--- config.mk ---
export PLATFORM = sky130hd
export DESIGN_NAME = drive_seq_ctrl
export DESIGN_NICKNAME = d
export VERILOG_FILES = /design/src/rtl/drive_seq_pkg.sv /design/src/rtl/ms_tick_gen.sv /design/src/rtl/drive_seq_ctrl.sv
export VERILOG_INCLUDE_DIRS = /design/src /design/src/rtl
export SDC_FILE = /design/constraint.sdc
export NUM_CORES = 1
export LEC_CHECK = 0
export BUFFER_PORTS_ARGS = -buffer_cell sky130_fd_sc_hd__buf_2
export CAP_MARGIN = 20
export CORE_UTILIZATION = 50
export DETAILED_ROUTE_END_ITERATION = 8
export HOLD_SLACK_MARGIN = 0.06
export PLACE_DENSITY_LB_ADDON = 0.3
export SYNTH_ARGS = -nofsm -noshare
export SYNTH_HDL_FRONTEND = slang
export SYNTH_HIERARCHICAL = 1
export SYNTH_SLANG_ARGS = --single-unit
--- constraint.sdc ---
create_clock -name i_clk -period 5.4 [get_ports i_clk]
set_input_delay 1.08 -clock i_clk [delete_from_list [all_inputs] [get_ports i_clk]]
set_output_delay 1.08 -clock i_clk [all_outputs]
set_load 0.01 [all_outputs]
--- src/rtl/drive_seq_defines.svh ---
// register offsets, field positions, reset values and timing counts of the
// drive sequence / contactor supervision block
// assumes: included by bare name from the design files of this block
`ifndef DRIVE_SEQ_DEFINES_SVH
`define DRIVE_SEQ_DEFINES_SVH

// ----------------------------------------------------------------------
// register offsets (byte addresses, one 32-bit word each)
// ----------------------------------------------------------------------
`define DS_REG_CONFIG      8'h00
`define DS_REG_PU_TMO      8'h04
`define DS_REG_FB_TMO      8'h08
`define DS_REG_HOLD        8'h0C
`define DS_REG_DEBOUNCE    8'h10
`define DS_REG_STATUS      8'h14
`define DS_REG_MASK        8'h18
`define DS_REG_STATE       8'h1C

// ----------------------------------------------------------------------
// field positions
// ----------------------------------------------------------------------
`define DS_CFG_KEEP_STO    0
`define DS_CFG_FB_EXT      1
`define DS_CFG_HOST_TIE    2
`define DS_EV_CTRL_LOST    0
`define DS_EV_PU_TMO       1
`define DS_EV_PRECHG       2
`define DS_EV_CONTACTOR    3
`define DS_CW_OP_EN        3
`define DS_CW_HOST         10

// ----------------------------------------------------------------------
// reset values and limits, timer settings in milliseconds
// ----------------------------------------------------------------------
`define DS_CFG_RESET       3'h0
`define DS_MASK_RESET      4'h0
`define DS_PU_TMO_MIN      16'h0064
`define DS_PU_TMO_MAX      16'hEA60
`define DS_PU_TMO_RESET    16'h2710
`define DS_FB_TMO_MIN      16'h0000
`define DS_FB_TMO_MAX      16'h1388
`define DS_FB_TMO_RESET    16'h0064
`define DS_HOLD_MIN        16'h0000
`define DS_HOLD_MAX        16'h01F4
`define DS_HOLD_RESET      16'h0032
`define DS_DEB_MIN         16'h0000
`define DS_DEB_MAX         16'hFDE8
`define DS_DEB_RESET       16'h0000
`define DS_DEB_INTERNAL    16'hFDE8
`define DS_PRECHG_LIMIT    16'h07D0
`define DS_PU_INT_DEBOUNCE 16'h0064

// ----------------------------------------------------------------------
// timing
// ----------------------------------------------------------------------
`define DS_CLK_PERIOD_NS   5
`define DS_MS_IN_NS        1000000
`define DS_CYCLES_PER_MS   (`DS_MS_IN_NS / `DS_CLK_PERIOD_NS)

`endif

--- src/rtl/drive_seq_pkg.sv ---
// types shared by the drive sequence / contactor supervision block
// assumes: compiled before every module of the block
package drive_seq_pkg;

  typedef logic [15:0] ms_t;
  typedef logic [31:0] word_t;

  typedef enum logic [1:0] {
    HOLD_IDLE,
    HOLD_RAMP_STOP_COMMAND,
    HOLD_STO_LOW,
    HOLD_STO_HIGH
  } hold_mode_t;

  typedef struct packed {
    logic [31:0] cnt;
    logic        tick;
  } tick_state_t;

  typedef struct packed {
    logic run;
    logic expired;
    ms_t  cnt;
  } timer_state_t;

  typedef struct packed {
    logic [3:0] sync1;
    logic [3:0] sync2;
    logic       sto_prev;
    logic       on_prev;
    logic [2:0] cfg;
    ms_t        pu_tmo;
    ms_t        fb_tmo;
    ms_t        hold;
    ms_t        debounce;
    logic [3:0] status;
    logic [3:0] mask;
    logic       op_en;
    logic       host;
    logic       rx_upd;
    logic       pulse_en;
    logic       wait_ready;
    logic       ready_ok;
    logic       deb_done;
    logic       wait_prechg;
    logic       energize;
    logic       closed_loop;
    hold_mode_t hold_mode;
    logic       irq;
    word_t      rdata;
  } seq_state_t;

endpackage

--- src/rtl/ms_tick_gen.sv ---
// millisecond tick divider and a loadable millisecond down-timer
// assumes: single clock, synchronous active-high reset
`timescale 1ns/100ps

// ----------------------------------------------------------------------
// one-cycle pulse every CYCLES clocks
// ----------------------------------------------------------------------
module ms_tick_gen #(
  parameter int CYCLES = 200000
) (
  input  wire logic i_clk,
  input  wire logic i_srst,
  output logic      o_tick
);
  import drive_seq_pkg::*;

  tick_state_t s_q;
  tick_state_t s_d;

  // free-running count, wrap emits the tick
  always_comb begin
    s_d = s_q;
    s_d.tick = (s_q.cnt == 32'(CYCLES - 1));
    s_d.cnt = s_d.tick ? 32'h0000_0000 : s_q.cnt + 32'h0000_0001;
  end

  always_ff @(posedge i_clk) begin
    if (i_srst) begin
      s_q <= '0;
    end else begin
      s_q <= s_d;
    end
  end

  assign o_tick = s_q.tick;
endmodule

// ----------------------------------------------------------------------
// counts i_load ticks after i_start, then one-cycle o_expired
// ----------------------------------------------------------------------
module ms_timer (
  input  wire logic                i_clk,
  input  wire logic                i_srst,
  input  wire logic                i_tick,
  input  wire logic                i_start,
  input  wire drive_seq_pkg::ms_t  i_load,
  output logic                     o_running,
  output logic                     o_expired
);
  import drive_seq_pkg::*;

  timer_state_t s_q;
  timer_state_t s_d;

  // a restart always wins, so a changed command re-arms the window
  always_comb begin
    s_d = s_q;
    s_d.expired = 1'b0;
    if (i_start) begin
      s_d.run = 1'b1;
      s_d.cnt = i_load;
    end else if (s_q.run && s_q.cnt == 16'h0000) begin
      s_d.run = 1'b0;
      s_d.expired = 1'b1;
    end else if (s_q.run && i_tick) begin
      s_d.cnt = s_q.cnt - 16'h0001;
    end
  end

  always_ff @(posedge i_clk) begin
    if (i_srst) begin
      s_q <= '0;
    end else begin
      s_q <= s_d;
    end
  end

  assign o_running = s_q.run;
  assign o_expired = s_q.expired;
endmodule

--- src/rtl/drive_seq_ctrl.sv ---
// sequence control slice: enables, power-unit watchdogs, line contactor
// supervision and main contactor holding after the stop command
// assumes: control word and on command come from logic on i_clk; power-unit
// ready, precharge done, contactor feedback and safe torque off are pins
//
// Summary of operation
// - operation enable low suppresses pulses, high permits them; control word bit 3.
// - host control request is control word bit 10; high means host master.
// - loss of host control raises the controller lost fault.
// - service PC master control freezes operation enable and host control.
// - on command rising edge starts ready timer; no ready raises timeout.
// - ready timeout 100 to 60000 ms, default 10000 ms.
// - fixed precharge limit after on command; overrun raises precharge fault.
// - ready window must cover precharge and rectifier debounce time.
// - feedback taken from own energize output disables supervision, the default.
// - each energize change restarts contactor timer; mismatch at expiry faults.
// - contactor feedback timeout 0 to 5000 ms, default 100 ms.
// - supervised contactor closing before energize command raises contactor fault.
// - coupling word bit 0 closed-loop operation, bit 1 energize contactor.
// - contactor opens only after holding time, 0 to 500 ms, default 50.
// - keep-closed option holds contactor in SAFE_TORQUE_OFF; after release stop/on ack.
// - rectifier debounce 0 to 65000 ms; 65000 selects power-unit value.
//
// Our own choices: the address-and-strobe port and the register offsets.
`timescale 1ns/100ps
`include "drive_seq_defines.svh"

module drive_seq_ctrl #(
  parameter int                 CYCLES_PER_MS  = `DS_CYCLES_PER_MS,
  parameter drive_seq_pkg::ms_t PRECHG_LIMIT   = `DS_PRECHG_LIMIT,
  parameter drive_seq_pkg::ms_t PU_DEBOUNCE_MS = `DS_PU_INT_DEBOUNCE
) (
  input  wire logic                 i_clk,
  input  wire logic                 i_srst,
  input  wire logic [15:0]          i_first_control_word,
  input  wire logic                 i_service_pc_master,
  input  wire logic                 i_on_command,
  input  wire logic                 i_closed_loop_active,
  input  wire logic                 i_pu_ready,
  input  wire logic                 i_precharge_done,
  input  wire logic                 i_contactor_feedback,
  input  wire logic                 i_safe_torque_off,
  input  wire logic [7:0]           i_addr,
  input  wire drive_seq_pkg::word_t i_wr_data,
  input  wire logic                 i_wr,
  input  wire logic                 i_rd,
  output drive_seq_pkg::word_t      o_rd_data,
  output logic                      o_irq,
  output logic                      o_pulse_enable,
  output logic                      o_host_control,
  output logic                      o_rx_update_enable,
  output logic                      o_contactor_energize,
  output logic [1:0]                o_drive_coupling_word
);
  import drive_seq_pkg::*;

  // ----------------------------------------------------------------------
  // declarations
  // ----------------------------------------------------------------------
  localparam int N_TMR    = 5;
  localparam int T_READY  = 0;
  localparam int T_PRECHG = 1;
  localparam int T_FB     = 2;
  localparam int T_HOLD   = 3;
  localparam int T_DEB    = 4;
  localparam int SY_READY = 0;
  localparam int SY_PRE   = 1;
  localparam int SY_FB    = 2;
  localparam int SY_STO   = 3;

  seq_state_t       s_q;
  seq_state_t       s_d;
  logic             ms_tick;
  logic [N_TMR-1:0] t_start;
  logic [N_TMR-1:0] t_run;
  logic [N_TMR-1:0] t_exp;
  ms_t              t_load [N_TMR];
  logic [3:0]       ev;
  logic [3:0]       clr;
  logic             on_rise;
  logic             keep;
  logic             sto_fall;
  logic             fb;
  logic             sup;
  logic             ready_seen;

  function automatic ms_t clamp_ms(input ms_t v, input ms_t lo, input ms_t hi);
    clamp_ms = (v < lo) ? lo : ((v > hi) ? hi : v);
  endfunction

  // ----------------------------------------------------------------------
  // millisecond time base and timers
  // ----------------------------------------------------------------------
  // one shared tick keeps every window on the same millisecond grid
  ms_tick_gen #(
    .CYCLES (CYCLES_PER_MS)
  ) u_tick (
    .i_clk  (i_clk),
    .i_srst (i_srst),
    .o_tick (ms_tick)
  );

  for (genvar g = 0; g < N_TMR; g++) begin : g_tmr
    ms_timer u_tmr (
      .i_clk     (i_clk),
      .i_srst    (i_srst),
      .i_tick    (ms_tick),
      .i_start   (t_start[g]),
      .i_load    (t_load[g]),
      .o_running (t_run[g]),
      .o_expired (t_exp[g])
    );
  end

  // ----------------------------------------------------------------------
  // next-state logic
  // ----------------------------------------------------------------------
  always_comb begin
    s_d = s_q;
    ev = 4'h0;
    clr = 4'h0;
    t_start = '0;
    t_load[T_READY] = s_q.pu_tmo;
    t_load[T_PRECHG] = PRECHG_LIMIT;
    t_load[T_FB] = s_q.fb_tmo;
    t_load[T_HOLD] = s_q.hold;
    // the top setting hands the choice to the power unit
    t_load[T_DEB] = (s_q.debounce == `DS_DEB_INTERNAL) ? PU_DEBOUNCE_MS
                                                       : s_q.debounce;

    // pins pass two flops; only sync2 is looked at
    s_d.sync1 = {i_safe_torque_off, i_contactor_feedback, i_precharge_done, i_pu_ready};
    s_d.sync2 = s_q.sync1;
    s_d.sto_prev = s_q.sync2[SY_STO];
    s_d.on_prev = i_on_command;
    s_d.closed_loop = i_closed_loop_active;
    on_rise = i_on_command & ~s_q.on_prev;
    keep = s_q.cfg[`DS_CFG_KEEP_STO] & s_q.sync2[SY_STO];
    sto_fall = s_q.sto_prev & ~s_q.sync2[SY_STO];

    // enables are frozen while a service PC holds master control
    if (!i_service_pc_master) begin
      s_d.op_en = i_first_control_word[`DS_CW_OP_EN];
      s_d.host = s_q.cfg[`DS_CFG_HOST_TIE]
               | i_first_control_word[`DS_CW_HOST];
    end
    if (s_q.host && !s_d.host) begin
      ev[`DS_EV_CTRL_LOST] = 1'b1;
    end
    // data update follows the raw bit, whatever the source setting
    s_d.rx_upd = i_first_control_word[`DS_CW_HOST];

    // power-unit ready and precharge watchdogs
    ready_seen = s_q.wait_ready & s_q.sync2[SY_READY] & s_q.deb_done;
    if (on_rise) begin
      t_start[T_READY] = 1'b1;
      t_start[T_PRECHG] = 1'b1;
      t_start[T_DEB] = 1'b1;
      s_d.wait_ready = 1'b1;
      s_d.wait_prechg = 1'b1;
      s_d.ready_ok = 1'b0;
      s_d.deb_done = 1'b0;
      s_d.energize = 1'b1;
      s_d.hold_mode = HOLD_IDLE;
    end else begin
      // ready only counts once the debounce wait is over
      if (t_exp[T_DEB]) begin
        s_d.deb_done = 1'b1;
      end
      if (ready_seen) begin
        s_d.wait_ready = 1'b0;
        s_d.ready_ok = 1'b1;
      end else if (s_q.wait_ready && t_exp[T_READY]) begin
        s_d.wait_ready = 1'b0;
        ev[`DS_EV_PU_TMO] = 1'b1;
      end
      if (s_q.wait_prechg && s_q.sync2[SY_PRE]) begin
        s_d.wait_prechg = 1'b0;
      end else if (s_q.wait_prechg && t_exp[T_PRECHG]) begin
        s_d.wait_prechg = 1'b0;
        ev[`DS_EV_PRECHG] = 1'b1;
      end
      if (!i_on_command) begin
        s_d.ready_ok = 1'b0;
      end

      // main contactor holding after the stop command
      case (s_q.hold_mode)
        HOLD_IDLE: begin
          if (s_q.energize && s_q.cfg[`DS_CFG_KEEP_STO] && sto_fall) begin
            t_start[T_HOLD] = 1'b1;
            s_d.hold_mode = HOLD_STO_LOW;
          end else if (s_q.energize && !i_on_command && !keep) begin
            t_start[T_HOLD] = 1'b1;
            s_d.hold_mode = HOLD_RAMP_STOP_COMMAND;
          end
        end
        HOLD_RAMP_STOP_COMMAND: begin
          if (i_on_command || keep) begin
            s_d.hold_mode = HOLD_IDLE;
          end else if (t_exp[T_HOLD]) begin
            s_d.energize = 1'b0;
            s_d.hold_mode = HOLD_IDLE;
          end
        end
        HOLD_STO_LOW: begin
          // controller must first acknowledge with stop
          if (keep) begin
            s_d.hold_mode = HOLD_IDLE;
          end else if (!i_on_command) begin
            s_d.hold_mode = HOLD_STO_HIGH;
          end else if (t_exp[T_HOLD]) begin
            s_d.energize = 1'b0;
            s_d.hold_mode = HOLD_IDLE;
          end
        end
        HOLD_STO_HIGH: begin
          if (keep || i_on_command) begin
            s_d.hold_mode = HOLD_IDLE;
          end else if (t_exp[T_HOLD]) begin
            s_d.energize = 1'b0;
            s_d.hold_mode = HOLD_IDLE;
          end
        end
        default: begin
          s_d.hold_mode = HOLD_IDLE;
        end
      endcase
    end

    s_d.pulse_en = s_d.op_en & i_on_command & s_d.ready_ok;

    // line contactor supervision
    sup = s_q.cfg[`DS_CFG_FB_EXT];
    fb = sup ? s_q.sync2[SY_FB] : s_q.energize;
    if (s_d.energize != s_q.energize) begin
      t_start[T_FB] = 1'b1;
    end
    if (sup) begin
      if (t_exp[T_FB] && fb != s_q.energize) begin
        ev[`DS_EV_CONTACTOR] = 1'b1;
      end
      if (fb && !s_q.energize && !t_run[T_FB]) begin
        ev[`DS_EV_CONTACTOR] = 1'b1;
      end
    end

    // register writes; out-of-range values are clamped to the limits
    if (i_wr) begin
      case (i_addr)
        `DS_REG_CONFIG:   s_d.cfg = i_wr_data[2:0];
        `DS_REG_PU_TMO:   s_d.pu_tmo = clamp_ms(i_wr_data[15:0], `DS_PU_TMO_MIN,
                                                `DS_PU_TMO_MAX);
        `DS_REG_FB_TMO:   s_d.fb_tmo = clamp_ms(i_wr_data[15:0], `DS_FB_TMO_MIN,
                                                `DS_FB_TMO_MAX);
        `DS_REG_HOLD:     s_d.hold = clamp_ms(i_wr_data[15:0], `DS_HOLD_MIN,
                                              `DS_HOLD_MAX);
        `DS_REG_DEBOUNCE: s_d.debounce = clamp_ms(i_wr_data[15:0], `DS_DEB_MIN,
                                                  `DS_DEB_MAX);
        `DS_REG_MASK:     s_d.mask = i_wr_data[3:0];
        default: begin
        end
      endcase
    end

    // reads answer next cycle only; unmapped reads return zero
    s_d.rdata = 32'h0000_0000;
    if (i_rd) begin
      case (i_addr)
        `DS_REG_CONFIG:   s_d.rdata = {29'h0, s_q.cfg};
        `DS_REG_PU_TMO:   s_d.rdata = {16'h0, s_q.pu_tmo};
        `DS_REG_FB_TMO:   s_d.rdata = {16'h0, s_q.fb_tmo};
        `DS_REG_HOLD:     s_d.rdata = {16'h0, s_q.hold};
        `DS_REG_DEBOUNCE: s_d.rdata = {16'h0, s_q.debounce};
        `DS_REG_STATUS: begin
          s_d.rdata = {28'h0, s_q.status};
          clr = 4'hF;
        end
        `DS_REG_MASK:     s_d.rdata = {28'h0, s_q.mask};
        `DS_REG_STATE:    s_d.rdata = {22'h0, s_q.hold_mode, s_q.wait_prechg,
                                       s_q.wait_ready, s_q.ready_ok, s_q.host,
                                       s_q.op_en, fb, s_q.energize,
                                       s_q.closed_loop};
        default:          s_d.rdata = 32'h0000_0000;
      endcase
    end

    // an event in the clearing read cycle survives
    s_d.status = (s_q.status & ~clr) | ev;
    s_d.irq = |(s_d.status & s_d.mask);
  end

  // ----------------------------------------------------------------------
  // state register
  // ----------------------------------------------------------------------
  always_ff @(posedge i_clk) begin
    if (i_srst) begin
      s_q <= '0;
      s_q.cfg <= `DS_CFG_RESET;
      s_q.mask <= `DS_MASK_RESET;
      s_q.pu_tmo <= `DS_PU_TMO_RESET;
      s_q.fb_tmo <= `DS_FB_TMO_RESET;
      s_q.hold <= `DS_HOLD_RESET;
      s_q.debounce <= `DS_DEB_RESET;
      s_q.hold_mode <= HOLD_IDLE;
    end else begin
      s_q <= s_d;
    end
  end

  // ----------------------------------------------------------------------
  // outputs, all straight from the state register
  // ----------------------------------------------------------------------
  assign o_rd_data = s_q.rdata;
  assign o_irq = s_q.irq;
  assign o_pulse_enable = s_q.pulse_en;
  assign o_host_control = s_q.host;
  assign o_rx_update_enable = s_q.rx_upd;
  assign o_contactor_energize = s_q.energize;
  assign o_drive_coupling_word = {s_q.energize, s_q.closed_loop};
endmodule

# Yosys cells after proc, flatten, opt, wreduce, memory -nomap -nowiden
# Index checks and enable logic that the tools add are counted.
[totals]
out_inout_bits = 39
elab_cells = 234
ff_bits = 253
inputBits = 67
[op_classes]
n_reduce_logical = 67
n_bitwise = 16
n_eq_ne = 20
magnitude_cmp = 6
n_mux = 77
addsub = 6
[op_table]
columns = ["cell", "n"]
rows = [
  ["16-bit two-way mux", 21],
  ["16-bit case mux with 8 select lines", 1],
  ["16-bit logical NOT", 5],
  ["16-bit by 1-bit subtractor with 16-bit output (second input constant)", 5],
  ["11-bit two-way mux", 3],
  ["32-bit by 1-bit adder with 32-bit output (second input constant)", 1],
  ["32-bit by 18-bit equality test with 1-bit output (second input constant)", 1],
  ["8-bit by 5-bit equality test with 1-bit output (second input constant)", 4],
  ["16-bit > comparator (second input constant)", 2],
  ["1-bit two-way mux", 31],
  ["2-bit two-way mux", 14],
  ["2-bit AND reduction", 11],
  ["1-bit logical AND", 21],
  ["2-bit nonzero test", 10],
  ["2-bit OR reduction", 9],
  ["16-bit equality test (second input constant)", 1],
  ["8-bit by 4-bit equality test with 1-bit output (second input constant)", 2],
  ["16-bit by 13-bit > comparator with 1-bit output (second input constant)", 1],
  ["16-bit by 9-bit > comparator with 1-bit output (second input constant)", 1],
  ["16-bit by 1-bit < comparator with 1-bit output (second input constant)", 1],
  ["16-bit by 7-bit < comparator with 1-bit output (second input constant)", 1],
  ["4-bit two-way mux", 4],
  ["2-bit by 1-bit != test with 1-bit output (second input constant)", 5],
  ["4-bit bitwise AND", 2],
  ["19 further kinds", 35],
]

# Depth between registers and ports, before layout
# Gate-level depths: netlist of run 1.
[depth]
depth_word = 9
depth_mapped = 10
mapped_depth_nobuf = 9

# Hierarchy
# The synthesis of run 1 kept the hierarchy.
[modules_own_cells]
columns = ["mod", "area_each_um2", "cells_each", "seq_area_each_um2", "n_inst"]
rows = [
  ["ms_timer", 1088.5, 137, 360.3, 5],
  ["drive_seq_ctrl", 5158.7, 580, 2282.2, 1],
  ["ms_tick_gen", 1529.0, 177, 660.6, 1],
]

# Worst setup path after synthesis of run 1
# No wires, ideal clock.
[synth_path]
path_type = "input to register"
start = "in i_on_command"
end = "reg g_tmr[2].u_tmr/s_q[8] (netlist name)"
required_ns = 5.309
slack_ns = 2.489
path_stages = 9
arrival_time_ns = 2.821
n_path_buf = 2
cell_sequence = "clkbuf_1 -> nand2b_1 -> inv_1 -> or3_1 -> o21ai_0 -> inv_1 -> clkbuf_1 -> nor2_1 -> a311oi_1"
[synth_between]
elab_cells_between_ends = 13
[synth_lines]
columns = ["item", "line", "rtl"]
rows = [
  ["from (decl)", "drive_seq_ctrl.sv:37", "input wire logic i_on_command,"],
  ["1-bit bitwise AND *", "drive_seq_ctrl.sv:137", "on_rise = i_on_command & ~s_q.on_prev;"],
  ["named net on_rise", "drive_seq_ctrl.sv:80", "logic on_rise;"],
  ["5-bit two-way mux *", "drive_seq_ctrl.sv:155", "if (on_rise) begin"],
  ["1-bit != test *", "drive_seq_ctrl.sv:236", "if (s_d.energize != s_q.energize) begin"],
  ["1-bit two-way mux *", "drive_seq_ctrl.sv:236", ""],
  ["named net t_start[2]", "drive_seq_ctrl.sv:74", "logic [N_TMR-1:0] t_start;"],
  ["2-bit by 1-bit != test with 1-bit output (no source line) or 2-bit nonzero test (tied branches)", "-", ""],
  ["2-bit AND reduction (no source line)", "-", ""],
  ["to (signal assigned)", "ms_tick_gen.sv:72", "s_q <= '0;"],
  ["to (signal assigned)", "ms_tick_gen.sv:74", "s_q <= s_d;"],
  ["to (decl)", "ms_tick_gen.sv:52", "timer_state_t s_q;"],
]
# Mark *: on every way through the listed nets, which the timed path passes. The rest lies on a longest branch.
# A chain may end at the register's enable or synchronous reset.

# Worst setup path in the final report of run 1
[layout_path]
start = "in i_on_command"
end = "reg g_tmr[2].u_tmr/s_q[9] (netlist name)"
# The elaborated chain is that of the path after synthesis.

==> results of run 1 <==
path summary, 6_finish.rpt:
check / cells past startpoint / end / slack [ps]
worst max-delay path: 10 / g_tmr[2].u_tmr/s_q[9]$_SDFFE_PP0P_ / 2540
worst min-delay path: 1 / s_q[124]$_SDFF_PP0_ / 440
worst max register to register: 7 / g_tmr[4].u_tmr/s_q[9]$_SDFFE_PP0P_ / 2890
worst min register to register: 1 / s_q[124]$_SDFF_PP0_ / 440
critical path: stages:
cell and delay, ps:
buf_2 180, nand2b_1 220, inv_1 210, or3_1 130, o21ai_0 80, buf_4 210
inv_1 580, nand3_1 130, or3_1 340, o311a_1 120
area by class of cell:
type | instances | area (µm²)
flip-flops and latches | 237 | 4740
multi-input cells | 1080 | 6740
clock buffers | 37 | 752
diodes | 4 | 10.0
inverters | 35 | 131
fillers | 2187 | 10300
well taps | 319 | 399
repair buffers | 65 | 367
clock inverters | 7 | 126
logic make-up after synthesis:
group                      Yosys count  share of synthesized area
DFF                                237                      0.391
and+or+nand+nor                    668                      0.309
xor gates and xnor gates            26                     0.0188
adders and majority gates            7                    0.00722
buffers and inverters              155                     0.0630
muxes                               10                    0.00856
other                                2                   0.000619
AOI/OAI and AO/OA                  337                      0.202
registers in the layout (all words and copies together) (netlist names):
signal,count
g_tmr.u_tmr/o_expired,5
g_tmr.u_tmr/s_q,80
s_q,87
o_pulse_enable,1
o_host_control,1
o_contactor_energize,1
o_drive_coupling_word,1
o_rx_update_enable,1
u_tick/o_tick,1
u_tick/s_q,32
g_tmr.u_tmr/o_running,5
o_irq,1
o_rd_data,16
s_d,5
placed cells by master (no fill, tap or decap), drive strengths merged, types with 10 or more instances in the layout:
cell	count
a21oi	61
a222oi	10
a22oi	30
a311oi	47
a31oi	16
and2	20
and4	13
buf	65
clkbuf	37
conb	32
dfxtp	237
inv	35
nand2	100
nand2b	11
nand3	39
nand3b	10
nand4	19
nand4b	18
nor2	184
nor2b	30
nor3	42
nor4	56
nor4b	10
o21ai	38
o21bai	11
o31a	16
o31ai	43
or3	35
or4	47
xnor2	10
xor2	16
report_power, final:
part	switching, mW	leakage, nW	total (mW)	internal, mW
Sequential	0.0650	1.93	1.86	1.80
Clock	0.715	0.423	1.82	1.11
Combinational	0.257	2.15	0.401	0.144
Total	1.04	4.50	4.09	3.05
layer usage:
layer,part of all wire,global-route usage
met1,0.45,0.377
met2,0.45,0.417
met3,0.075,0.0433
met4,0.027,0.0920
met5,0,0
==> reports/results.tsv, run 1 <==
stage	metric	value	unit
detailed_routing	drt_drc_violations_left	0	
worst_setup_path	timing.critical_path.from_type	input pin	
cts	clk_pin_slew	60	ps
worst_setup_path	required	5820	ps
timing	final_hold_viol_count	0	
cts	cts-buffers-inserted	26	
worst_setup_path	worst_setup_path_startpoint	i_on_command	
place	preCtsSetupSlack	2050	ps
timing	maxSlewHeadroom	0.316	
detailed_routing	drt_pre_antenna_iters	5	
global_route	first_pass_grt_wire_length	54.0	mm
floorplan	placement_rows	56	
yosys	synth_cells	1442	
cts	worst_skew_pair.late_latency	550	ps
floorplan	floorplan.initialDensity	0.514	
cts	clock_path_buffers	3	
timing	achievable-frequency	350	MHz
worst_setup_path	kind_of_end_point_of_the_critical_path	flop	
yosys	yosysMostFrequentCell	dfxtp_1	
place	placedInstanceArea	12400	µm²
global_route	grt_pass1_vias	10200	
cts	ctsResizeCount	0	
cts	cts_tree	done	
yosys	synth_largest_type_area_fraction	0.391	
global_route	overflow	0	
yosys	ys_seq_area_frac	0.391	
job	max_cap_violations	0	
place	place.port_buffers	59	
cts	cts_hold_repair_buffers	0	
finish	layoutNonFillerInstCount	1784	
worst_setup_path	critPathKind	in2reg	
cts	htree_levels	1	
detailed_routing	ant_nets	0	
detailed_routing	initialDrtViolationCount	1005	
finish	drive_above_1_share	0.101	
detailed_routing	detailroute.via_count	11200	
detailed_routing	detail_route.wirelength	33.1	mm
timing	worst_hold_slack	435	ps
global_route	global_route_total_usage_across_every_layer	0.269	
floorplan	core_ar	23600	µm²
worst_setup_path	cp_data_arrival_time	3280	ps
worst_setup_path	reg2reg_from	s_q[120]$_SDFF_PP0_	
cts	cts_setup_buffers	0	
yosys	netlist_area	12100	µm²
min_path	path_type_of_the_worst_min_delay_path	reg2reg	
finish	finish.utilization	0.562	
timing	rsz0062_at_grt	no	
floorplan	die_area	24900	µm²
place	globalplace.congestion	0.890	
finish	area_growth_syn_to_layout	9.40	%
detailed_routing	detail_route.vias_per_cell	6.29	
power_and_ir_drop	leakage	4.50	nW
yosys	ys_ff_latch	237	
yosys	synthFlopType	dfxtp_1	
place	final_hpwl_from_detailed_placement	22.6	mm
timing	max_slew.worst_pin.slew	1020	ps
power_and_ir_drop	worst_ir_drop_vdd	0.000265	V
yosys	synth_edf_count	0	
global_route	grt_start_max_net_pins	109	
yosys	ys_async_sr_fraction	0	
detailed_routing	route.detailed.wl_per_inst	18.6	µm
worst_setup_path	critPathMaxFanout	25	
yosys	synthDominantAreaCellType	dfxtp_1	
yosys	synthDistinctLibCells	76	
yosys	syn_avg_cell_area	8.41	µm²
floorplan	die_h	158	µm
yosys	synth.area.top_cells	dfxtp_1, nor2_1, a311oi_1	
timing	finalSetupViolations	0	
finish	layout.cell_area.non_filler	13300	µm²
cts	clock_tree.root_cell	clkbuf_16	
power_and_ir_drop	fin_total_pwr	4.09	mW
finish	finalNetCount	1519	
global_route	number_of_antenna_violations_at_the_first_check_in_global_routing	2	
status	outcome	finished clean	
timing	final.setup.tns	0	ps
timing	maxSlewViolCount	0	
place	dp_cells	1735	
power_and_ir_drop	pwr_density_cell	308	nW/µm²
timing	fin_skew	22.0	ps
floorplan	die_x	158	µm
min_path	worst_hold_startpoint	s_d[124]$_SDFF_PP0_	
timing	fin_crit_sh	0.530	
yosys	yosysWarnings	6	
timing	post-route-worst-setup-slack	2540	ps
cts	clock_sink_count	237	
yosys	ys_top_cells_by_count	dfxtp_1, nor2_1, nand2_1, a21oi_1, clkbuf_1	
floorplan	boundaryPins	106	
timing	fin_crit	2860	ps
Note: power is estimated with default switching activity, not from simulation.
==> run 2: changes to the inputs <==
--- a/config.mk
+++ b/config.mk
@@ -6,6 +6,7 @@
 export SDC_FILE = /design/constraint.sdc
 export NUM_CORES = 1
 export LEC_CHECK = 0
+export ABC_AREA = 1
 export BUFFER_PORTS_ARGS = -buffer_cell sky130_fd_sc_hd__buf_2
 export CAP_MARGIN = 20
 export CORE_UTILIZATION = 50
==> constraint.sdc (replaced) <==
create_clock -name i_clk -period 2.4 [get_ports i_clk]
set_input_delay 0.48 -clock i_clk [delete_from_list [all_inputs] [get_ports i_clk]]
set_output_delay 0.48 -clock i_clk [all_outputs]
set_load 0.01 [all_outputs]
==> run 2 against run 1 <==
Total power grew to 2.5 times the previous value; register-to-register slack got worse by 2600 ps; area after synthesis is 13% higher; via count grew 21%; hold slack lost 290 ps.
==> reports/results.tsv, run 2 <==
stage	metric	value	unit	change
finish	drive_above_1_share	0.0964		was 0.101
timing	final.setup.tns	0	ps	unchanged
cts	clock_path_buffers	3		unchanged
global_route	grt_start_max_net_pins	34		was 109
timing	finalSetupViolations	0		unchanged
finish	area_growth_syn_to_layout	9.73	%	was 9.40%
place	final_hpwl_from_detailed_placement	27.2	mm	was 22.6 mm
worst_setup_path	critPathMaxFanout	9		was 25
yosys	synth_edf_count	0		unchanged
yosys	ys_ff_latch	237		unchanged
finish	largest_register_ffs	87		unchanged
cts	cts_setup_buffers	0		unchanged
yosys	synth_simple_gate_area_share	0.418		was 0.309
worst_setup_path	timing.critical_path.from_type	flop		was input pin
floorplan	core_ar	27000	µm²	was 23,600 µm²
worst_setup_path	crit_slowest_cell	dfxtp_1		was inv_1
detailed_routing	detail_route.wirelength	36.6	mm	was 33.1 mm
timing	post-route-worst-setup-slack	295	ps	was 2540 ps
detailed_routing	drt_pre_antenna_iters	6		was 5
timing	rsz0062_at_grt	no		unchanged
yosys	syn_avg_cell_area	6.24	µm²	was 8.41 µm²
yosys	synth_mux_area_frac	0		was 0.00856
yosys	yosysWarnings	6		unchanged
floorplan	die_area	28100	µm²	was 24,900 µm²
detailed_routing	met1_layer_wirelength_in_the_final_routing	17.1	mm	was 14.9 mm
yosys	ys_top_cells_by_count	nand2_1, nor2_1, dfxtp_1, inv_1, nand3_1		was dfxtp_1, nor2_1, nand2_1, a21oi_1, clkbuf_1
yosys	synth_largest_type_area_fraction	0.345		was 0.391
status	outcome	finished clean		unchanged
min_path	path_type_of_the_worst_min_delay_path	in2reg		was reg2reg
timing	fin_crit_sh	0.877		
floorplan	placement_rows	60		was 56
timing	maxSlewViolCount	0		unchanged
worst_setup_path	kind_of_end_point_of_the_critical_path	flop		unchanged
yosys	netlist_area	13700	µm²	was 12,100 µm²
place	preCtsSetupSlack	33.8	ps	was 2050 ps
detailed_routing	dr_wl_met3	2.71	mm	was 2.47 mm
yosys	synth_top_family_by_area	simple AND/OR/NAND/NOR gates		unchanged
yosys	synth_compound_gate_area_share	0.0932		was 0.202
detailed_routing	ant_nets	0		unchanged
finish	biggestRegsByFlops	s_q: 87 flops, g_tmr.u_tmr/s_q: 80 flops, u_tick/s_q: 32 flops		unchanged
finish	finalNetCount	2325		was 1,519
cts	clock_tree.root_cell	clkbuf_16		unchanged
yosys	synth.area.top_cells	dfxtp_1, nand2_1, nor2_1		was dfxtp_1, nor2_1, a311oi_1
yosys	yosys.area_share.xor_xnor	0.0229		was 0.0188
timing	achievable-frequency	475	MHz	
worst_setup_path	timing.critical_path.slowest_cell_delay	350	ps	was 580 ps
floorplan	boundaryPins	106		unchanged
worst_setup_path	critical_path.cell_chain	nand2_1 > inv_1 > o21ai_0 > nand4_1 > nand2_1 > nand2_1 > xor2_2 > inv_2 > nand2_1 > buf_4 > nand3_1 > a21oi_1		was buf_2 > nand2b_1 > inv_1 > or3_1 > o21ai_0 > buf_4 > inv_1 > nand3_1 > or3_1 > o311a_1
detailed_routing	maxUsedRoutingLayer	met5		was met4
finish	layout.cells.most_common_list	nand2_1, nor2_1, dfxtp_1		was dfxtp_1, nor2_1, nand2_1
yosys	yosysMostFrequentCell	nand2_1		was dfxtp_1
floorplan	die_h	168	µm	was 158 µm
place	place.port_buffers	59		unchanged
yosys	synthDistinctLibCells	42		was 76
power_and_ir_drop	pwr_density_cell	688	nW/µm²	was 308 nW/µm²
global_route	global_route_total_usage_across_every_layer	0.259		was 0.269
detailed_routing	initialDrtViolationCount	1550		was 1,005
global_route	number_of_antenna_violations_at_the_first_check_in_global_routing	2		unchanged
worst_setup_path	timing.critical_path.buf_inv	3		was 4
cts	worst_skew_pair.late_latency	540	ps	was 550 ps
cts	cts_tree	done		unchanged
detailed_routing	route.detailed.wl_per_inst	14.0	µm	was 18.6 µm
timing	fin_crit	2110	ps	
floorplan	floorplan.initialDensity	0.510		was 0.514
detailed_routing	detail_route.vias_per_cell	5.18		was 6.29
detailed_routing	drt_drc_violations_left	0		unchanged
power_and_ir_drop	worst_ir_drop_vdd	0.000546	V	was 0.000265 V
finish	largest-register	s_q		unchanged
timing	worst_hold_slack	143	ps	was 435 ps
place	globalplace.congestion	0.933		was 0.890
cts	clk_pin_slew	60	ps	about the same
worst_setup_path	critPathKind	reg2reg		was in2reg
yosys	synthFlopType	dfxtp_1		unchanged
yosys	ys_async_sr_fraction	0		unchanged
finish	mostFrequentLayoutCell	nand2_1		was dfxtp_1
yosys	synthDominantAreaCellType	dfxtp_1		unchanged
timing	final_hold_viol_count	0		unchanged
worst_setup_path	cp_data_arrival_time	2570	ps	was 3280 ps
global_route	overflow	0		unchanged
cts	cts-buffers-inserted	27		was 26
yosys	synth_cells	2203		was 1,442
yosys	ys_seq_area_frac	0.345		was 0.391
cts	clock_sink_count	237		unchanged
job	max_cap_violations	0		unchanged
worst_setup_path	timing.critical_path.max_delay_family	simple AND/OR/NAND/NOR gates		was buffers and inverters
worst_setup_path	required	2860	ps	was 5820 ps
global_route	grt_pass1_vias	12300		was 10,200
global_route	first_pass_grt_wire_length	60.0	mm	was 54.0 mm
cts	htree_levels	1		unchanged
yosys	synthAdderAreaFrac	0.00637		was 0.00722
power_and_ir_drop	leakage	7.02	nW	was 4.50 nW
timing	fin_skew	11.7	ps	was 22.0 ps
cts	cts_hold_repair_buffers	0		unchanged
detailed_routing	wl_met2	15.8	mm	was 14.9 mm
detailed_routing	detailroute.via_count	13500		was 11,200
floorplan	die_x	168	µm	was 158 µm
worst_setup_path	crit_top_cell	nand2_1		
## run 2: changes by cell type in the layout (fill, tap and decap cells not counted), moves of 41 or more
cell      previous run  this run
nand2_1            100       656
nor2_1             179       416
inv_1               35       220
nand3_1             39       166
nor4_1              51         1
a311oi_1            47         0
o21ai_0             38        80
o31ai_1             43         1
or4_1               41         0
## run 2: per-layer routing
layer / vias to the layer above / track usage
li1: 6943 / -
met1: 6096 / 0.360
met2: 428 / 0.405
met3: 66 / 0.0492
met4: 2 / 0.0782
met5: - / 0
## run 2: layout make-up
| cell class | instances | area [µm²] |
|---|---|---|
| clock buffers | 38 | 797 |
| fillers | 2608 | 11900 |
| inverters | 235 | 883 |
| repair buffers | 88 | 541 |
| well taps | 341 | 427 |
| multi-input cells | 1662 | 7570 |
| flip-flops and latches | 237 | 4740 |
| diodes | 1 | 2.50 |
| clock inverters | 11 | 109 |
## run 2: worst paths after layout
| kind | depth (start not counted) | slack (ps) | end | startpoint |
|---|---|---|---|---|
| setup / recovery | 12 | 290 | g_tmr[2].u_tmr/s_q[1]$_SDFFE_PP0P_ | s_q[117]$_SDFFE_PP0P_ |
| hold reg to reg | 2 | 400 | s_q[122]$_SDFF_PP0_ | s_d[122]$_SDFF_PP0_ |
| hold / removal | 3 | 140 | s_d[122]$_SDFF_PP0_ | i_pu_ready |
| setup reg to reg | 12 | 290 | g_tmr[2].u_tmr/s_q[1]$_SDFFE_PP0P_ | s_q[117]$_SDFFE_PP0P_ |
## run 2: cell families (layout without fill, tap and decap cells)
group | count (synthesis) | count (layout)
AND/OR/NAND/NOR | 1350 | 1350
buffers and inverters | 334 | 372
AO/OA/AOI/OAI | 237 | 237
flip-flops | 237 | 237
XOR/XNOR | 36 | 36
adder cells (fa/ha/maj) | 7 | 7
other | 2 | 33
## run 2: tightest hold or removal path: cells and delay by family
family | cells | cell delay, ps
simple gates | 1 | 60
buf+inv | 2 | 100
## run 2: repair_timing
| item | in CTS | in global routing |
|---|---|---|
| endpoints found under the hold margin | 0 | 0 |
| setup endpoints to repair | 0 | 12 |
| gates resized for setup | 0 | 2 |
## run 2: stage by stage
| stage | area, µm² | utilization | cells | power [mW] |
|---|---|---|---|---|
| 3_5_place_dp | 14200 | 0.525 | 2563 | 6.24 |
| 3_3_place_gp | 14200 | 0.525 | 2563 | 6.19 |
| 5_1_grt | 15100 | 0.559 | 2613 | 10.9 |
| 6_report | 15100 | 0.559 | 2613 | 10.4 |
| 4_1_cts | 15100 | 0.559 | 2612 | 10.4 |
| 2_1_floorplan | 13900 | - | 2233 | 5.86 |
## run 2: power by group
part / total [mW] / switching, mW / leakage (nW) / internal, mW
sequential: 4.26 / 0.164 / 1.93 / 4.10
clock: 4.18 / 1.67 / 0.458 / 2.52
combinational: 1.92 / 1.28 / 4.63 / 0.647
total: 10.4 / 3.11 / 7.02 / 7.26
==> run 3: changes to the inputs <==
--- a/config.mk
+++ b/config.mk
@@ -10,6 +10,7 @@
 export BUFFER_PORTS_ARGS = -buffer_cell sky130_fd_sc_hd__buf_2
 export CAP_MARGIN = 20
 export CORE_UTILIZATION = 50
+export CTS_BUF_LIST = sky130_fd_sc_hd__clkbuf_4 sky130_fd_sc_hd__clkbuf_8 sky130_fd_sc_hd__clkbuf_16
 export DETAILED_ROUTE_END_ITERATION = 8
 export HOLD_SLACK_MARGIN = 0.06
 export PLACE_DENSITY_LB_ADDON = 0.3
==> run 3 against run 2 <==
Sequential power about the same; clock power grew 1%; setup slack better by 14 ps; register-to-register slack about the same; via count rose by 0.35%; routed wire length down 0.14%; flip-flop and latch count is the same; highest routed layer unchanged; fmax grew 0.69%.
==> reports/results.tsv, run 3 (same netlist as run 2, synthesis figures left out) <==
stage	metric	value	unit	change
finish	drive_above_1_share	0.0978		was 0.0964
timing	final_hold_viol_count	0		unchanged
detailed_routing	route.detailed.wl_per_inst	14.0	µm	about the same
worst_setup_path	timing.critical_path.from_type	flop		unchanged
finish	mostFrequentLayoutCell	nand2_1		unchanged
finish	finalNetCount	2325		unchanged
floorplan	die_h	168	µm	unchanged
timing	fin_crit	2090	ps	was 2110 ps
finish	layout.cells.most_common_list	nand2_1, nor2_1, dfxtp_1		unchanged
worst_setup_path	kind_of_end_point_of_the_critical_path	flop		unchanged
detailed_routing	initialDrtViolationCount	1547		was 1,550
cts	cts_tree	done		unchanged
power_and_ir_drop	worst_ir_drop_vdd	0.000546	V	about the same
finish	finish.utilization	0.560		was 0.559
status	outcome	finished clean		unchanged
cts	cts_setup_buffers	0		unchanged
finish	biggestRegsByFlops	s_q: 87 flops, g_tmr.u_tmr/s_q: 80 flops, u_tick/s_q: 32 flops		unchanged
floorplan	die_area	28100	µm²	unchanged
timing	rsz0062_at_grt	no		unchanged
finish	area_growth_syn_to_layout	9.81	%	was 9.73%
place	placedInstanceArea	14200	µm²	unchanged
detailed_routing	detail_route.vias_per_cell	5.20		was 5.18
global_route	number_of_antenna_violations_at_the_first_check_in_global_routing	2		unchanged
cts	cts-buffers-inserted	27		unchanged
power_and_ir_drop	leakage	7.03	nW	was 7.02 nW
global_route	first_pass_grt_wire_length	60.0	mm	about the same
min_path	path_type_of_the_worst_min_delay_path	in2reg		unchanged
finish	largest-register	s_q		unchanged
power_and_ir_drop	pwr_density_cell	689	nW/µm²	was 688 nW/µm²
worst_setup_path	required	2860	ps	about the same
power_and_ir_drop	power.clock.fraction	0.405		was 0.403
timing	finalSetupViolations	0		unchanged
power_and_ir_drop	part_of_the_total_power_dissipated_in_sequential_elements	0.410		was 0.411
worst_setup_path	critPathMaxFanout	9		unchanged
power_and_ir_drop	power_report.internal_total	7.29	mW	was 7.26 mW
cts	clock_tree.root_cell	clkbuf_16		unchanged
place	place.port_buffers	59		unchanged
worst_setup_path	critPathKind	reg2reg		unchanged
finish	layout.cell_area.non_filler	15100	µm²	about the same
cts	worst_skew_pair.late_latency	540	ps	about the same
cts	htree_levels	1		unchanged
finish	largest_register_ffs	87		unchanged
power_and_ir_drop	power.switching_fraction	0.299		was 0.300
detailed_routing	drt_pre_antenna_iters	7		was 6
timing	achievable-frequency	478	MHz	was 475 MHz
place	globalplace.congestion	0.933		unchanged
detailed_routing	drt_drc_violations_left	0		unchanged
floorplan	boundaryPins	106		unchanged
timing	fin_skew	14.0	ps	was 11.7 ps
worst_setup_path	cp_data_arrival_time	2550	ps	was 2570 ps
cts	clk_pin_slew	60	ps	about the same
floorplan	floorplan.initialDensity	0.510		unchanged
floorplan	placement_rows	60		unchanged
power_and_ir_drop	comb_power_share	0.185		was 0.186
floorplan	die_x	168	µm	unchanged
detailed_routing	detailroute.via_count	13600		was 13,500
cts	clock_sink_count	237		unchanged
floorplan	core_ar	27000	µm²	unchanged
global_route	overflow	0		unchanged
global_route	global_route_total_usage_across_every_layer	0.259		unchanged
power_and_ir_drop	p_sw	3.11	mW	about the same
job	max_cap_violations	0		unchanged
timing	final.setup.tns	0	ps	unchanged
timing	fin_crit_sh	0.871		was 0.877
global_route	grt_start_max_net_pins	34		unchanged
timing	maxSlewViolCount	0		unchanged
detailed_routing	detail_route.wirelength	36.6	mm	about the same
place	final_hpwl_from_detailed_placement	27.2	mm	unchanged
cts	clock_path_buffers	3		unchanged
global_route	grt_pass1_vias	12300		about the same
detailed_routing	ant_nets	0		unchanged
power_and_ir_drop	fin_total_pwr	10.4	mW	about the same
run 3: cell types whose count changed in the layout (fill, tap and decap cells not counted):
cell	change
clkbuf_4	+3
clkbuf_1	-3
run 3: path summary, 6_finish.rpt:
path,start,to,slack [ps],cells past startpoint
min reg2reg,s_d[122]$_SDFF_PP0_,s_q[122]$_SDFF_PP0_,400,2
max,s_q[117]$_SDFFE_PP0P_,g_tmr[2].u_tmr/s_q[1]$_SDFFE_PP0P_,310,12
min,i_pu_ready,s_d[122]$_SDFF_PP0_,140,3
max reg2reg,s_q[117]$_SDFFE_PP0P_,g_tmr[2].u_tmr/s_q[1]$_SDFFE_PP0P_,310,12
run 3: per-stage QoR:
step | cells | setup slack (ps) | hold slack (ps)
detailed placement | 2563 | 33.8 | 394
finish | 2613 | 309 | 142
CTS | 2612 | 188 | 125
floorplan | 2233 | 308 | 388
global placement | 2563 | 62.8 | 392
global route | 2613 | 54.6 | 141
run 3: layout make-up:
| class | count | area (µm²) |
|---|---|---|
| flip-flops and latches | 237 | 4740 |
| repair buffers | 88 | 541 |
| well taps | 341 | 427 |
| diodes | 1 | 2.50 |
| inverters | 235 | 883 |
| multi-input cells | 1662 | 7570 |
| fillers | 2604 | 11900 |
| clock inverters | 11 | 109 |
| clock buffers | 38 | 808 |
run 3: metal layers:
metal | up-vias | part of all wire | GRT usage
met5 | - | 0.00036 | 0
met1 | 6141 | 0.47 | 0.360
met4 | 2 | 0.028 | 0.0782
met3 | 66 | 0.072 | 0.0492
met2 | 431 | 0.43 | 0.405
li1 | 6943 | - | -
run 3: power by group through the flow:
stage | Clock, mW | Combinational (mW) | Sequential (mW)
floorplan | 0 | 1.56 | 4.30
global placement | 0 | 1.85 | 4.34
detailed placement | 0 | 1.90 | 4.34
CTS | 4.29 | 1.91 | 4.26
global route | 4.45 | 2.22 | 4.28
finish | 4.22 | 1.92 | 4.26
run 3: repair_timing:
| item | in CTS | in global routing |
|---|---|---|
| hold buffers | 0 | 0 |
| resized for setup | 0 | 2 |
| endpoints found under the hold margin | 0 | 0 |
| endpoints found under the setup margin | 0 | 12 |
run 3: worst max-delay path, stage by stage (launching register included):
cell and delay, ps:
dfxtp_1 350, nand2_1 120, inv_1 50, o21ai_0 180
nand4_1 100, nand2_1 70, nand2_1 100, xor2_2 250
inv_2 160, nand2_1 210, buf_4 190, nand3_1 70
a21oi_1 160
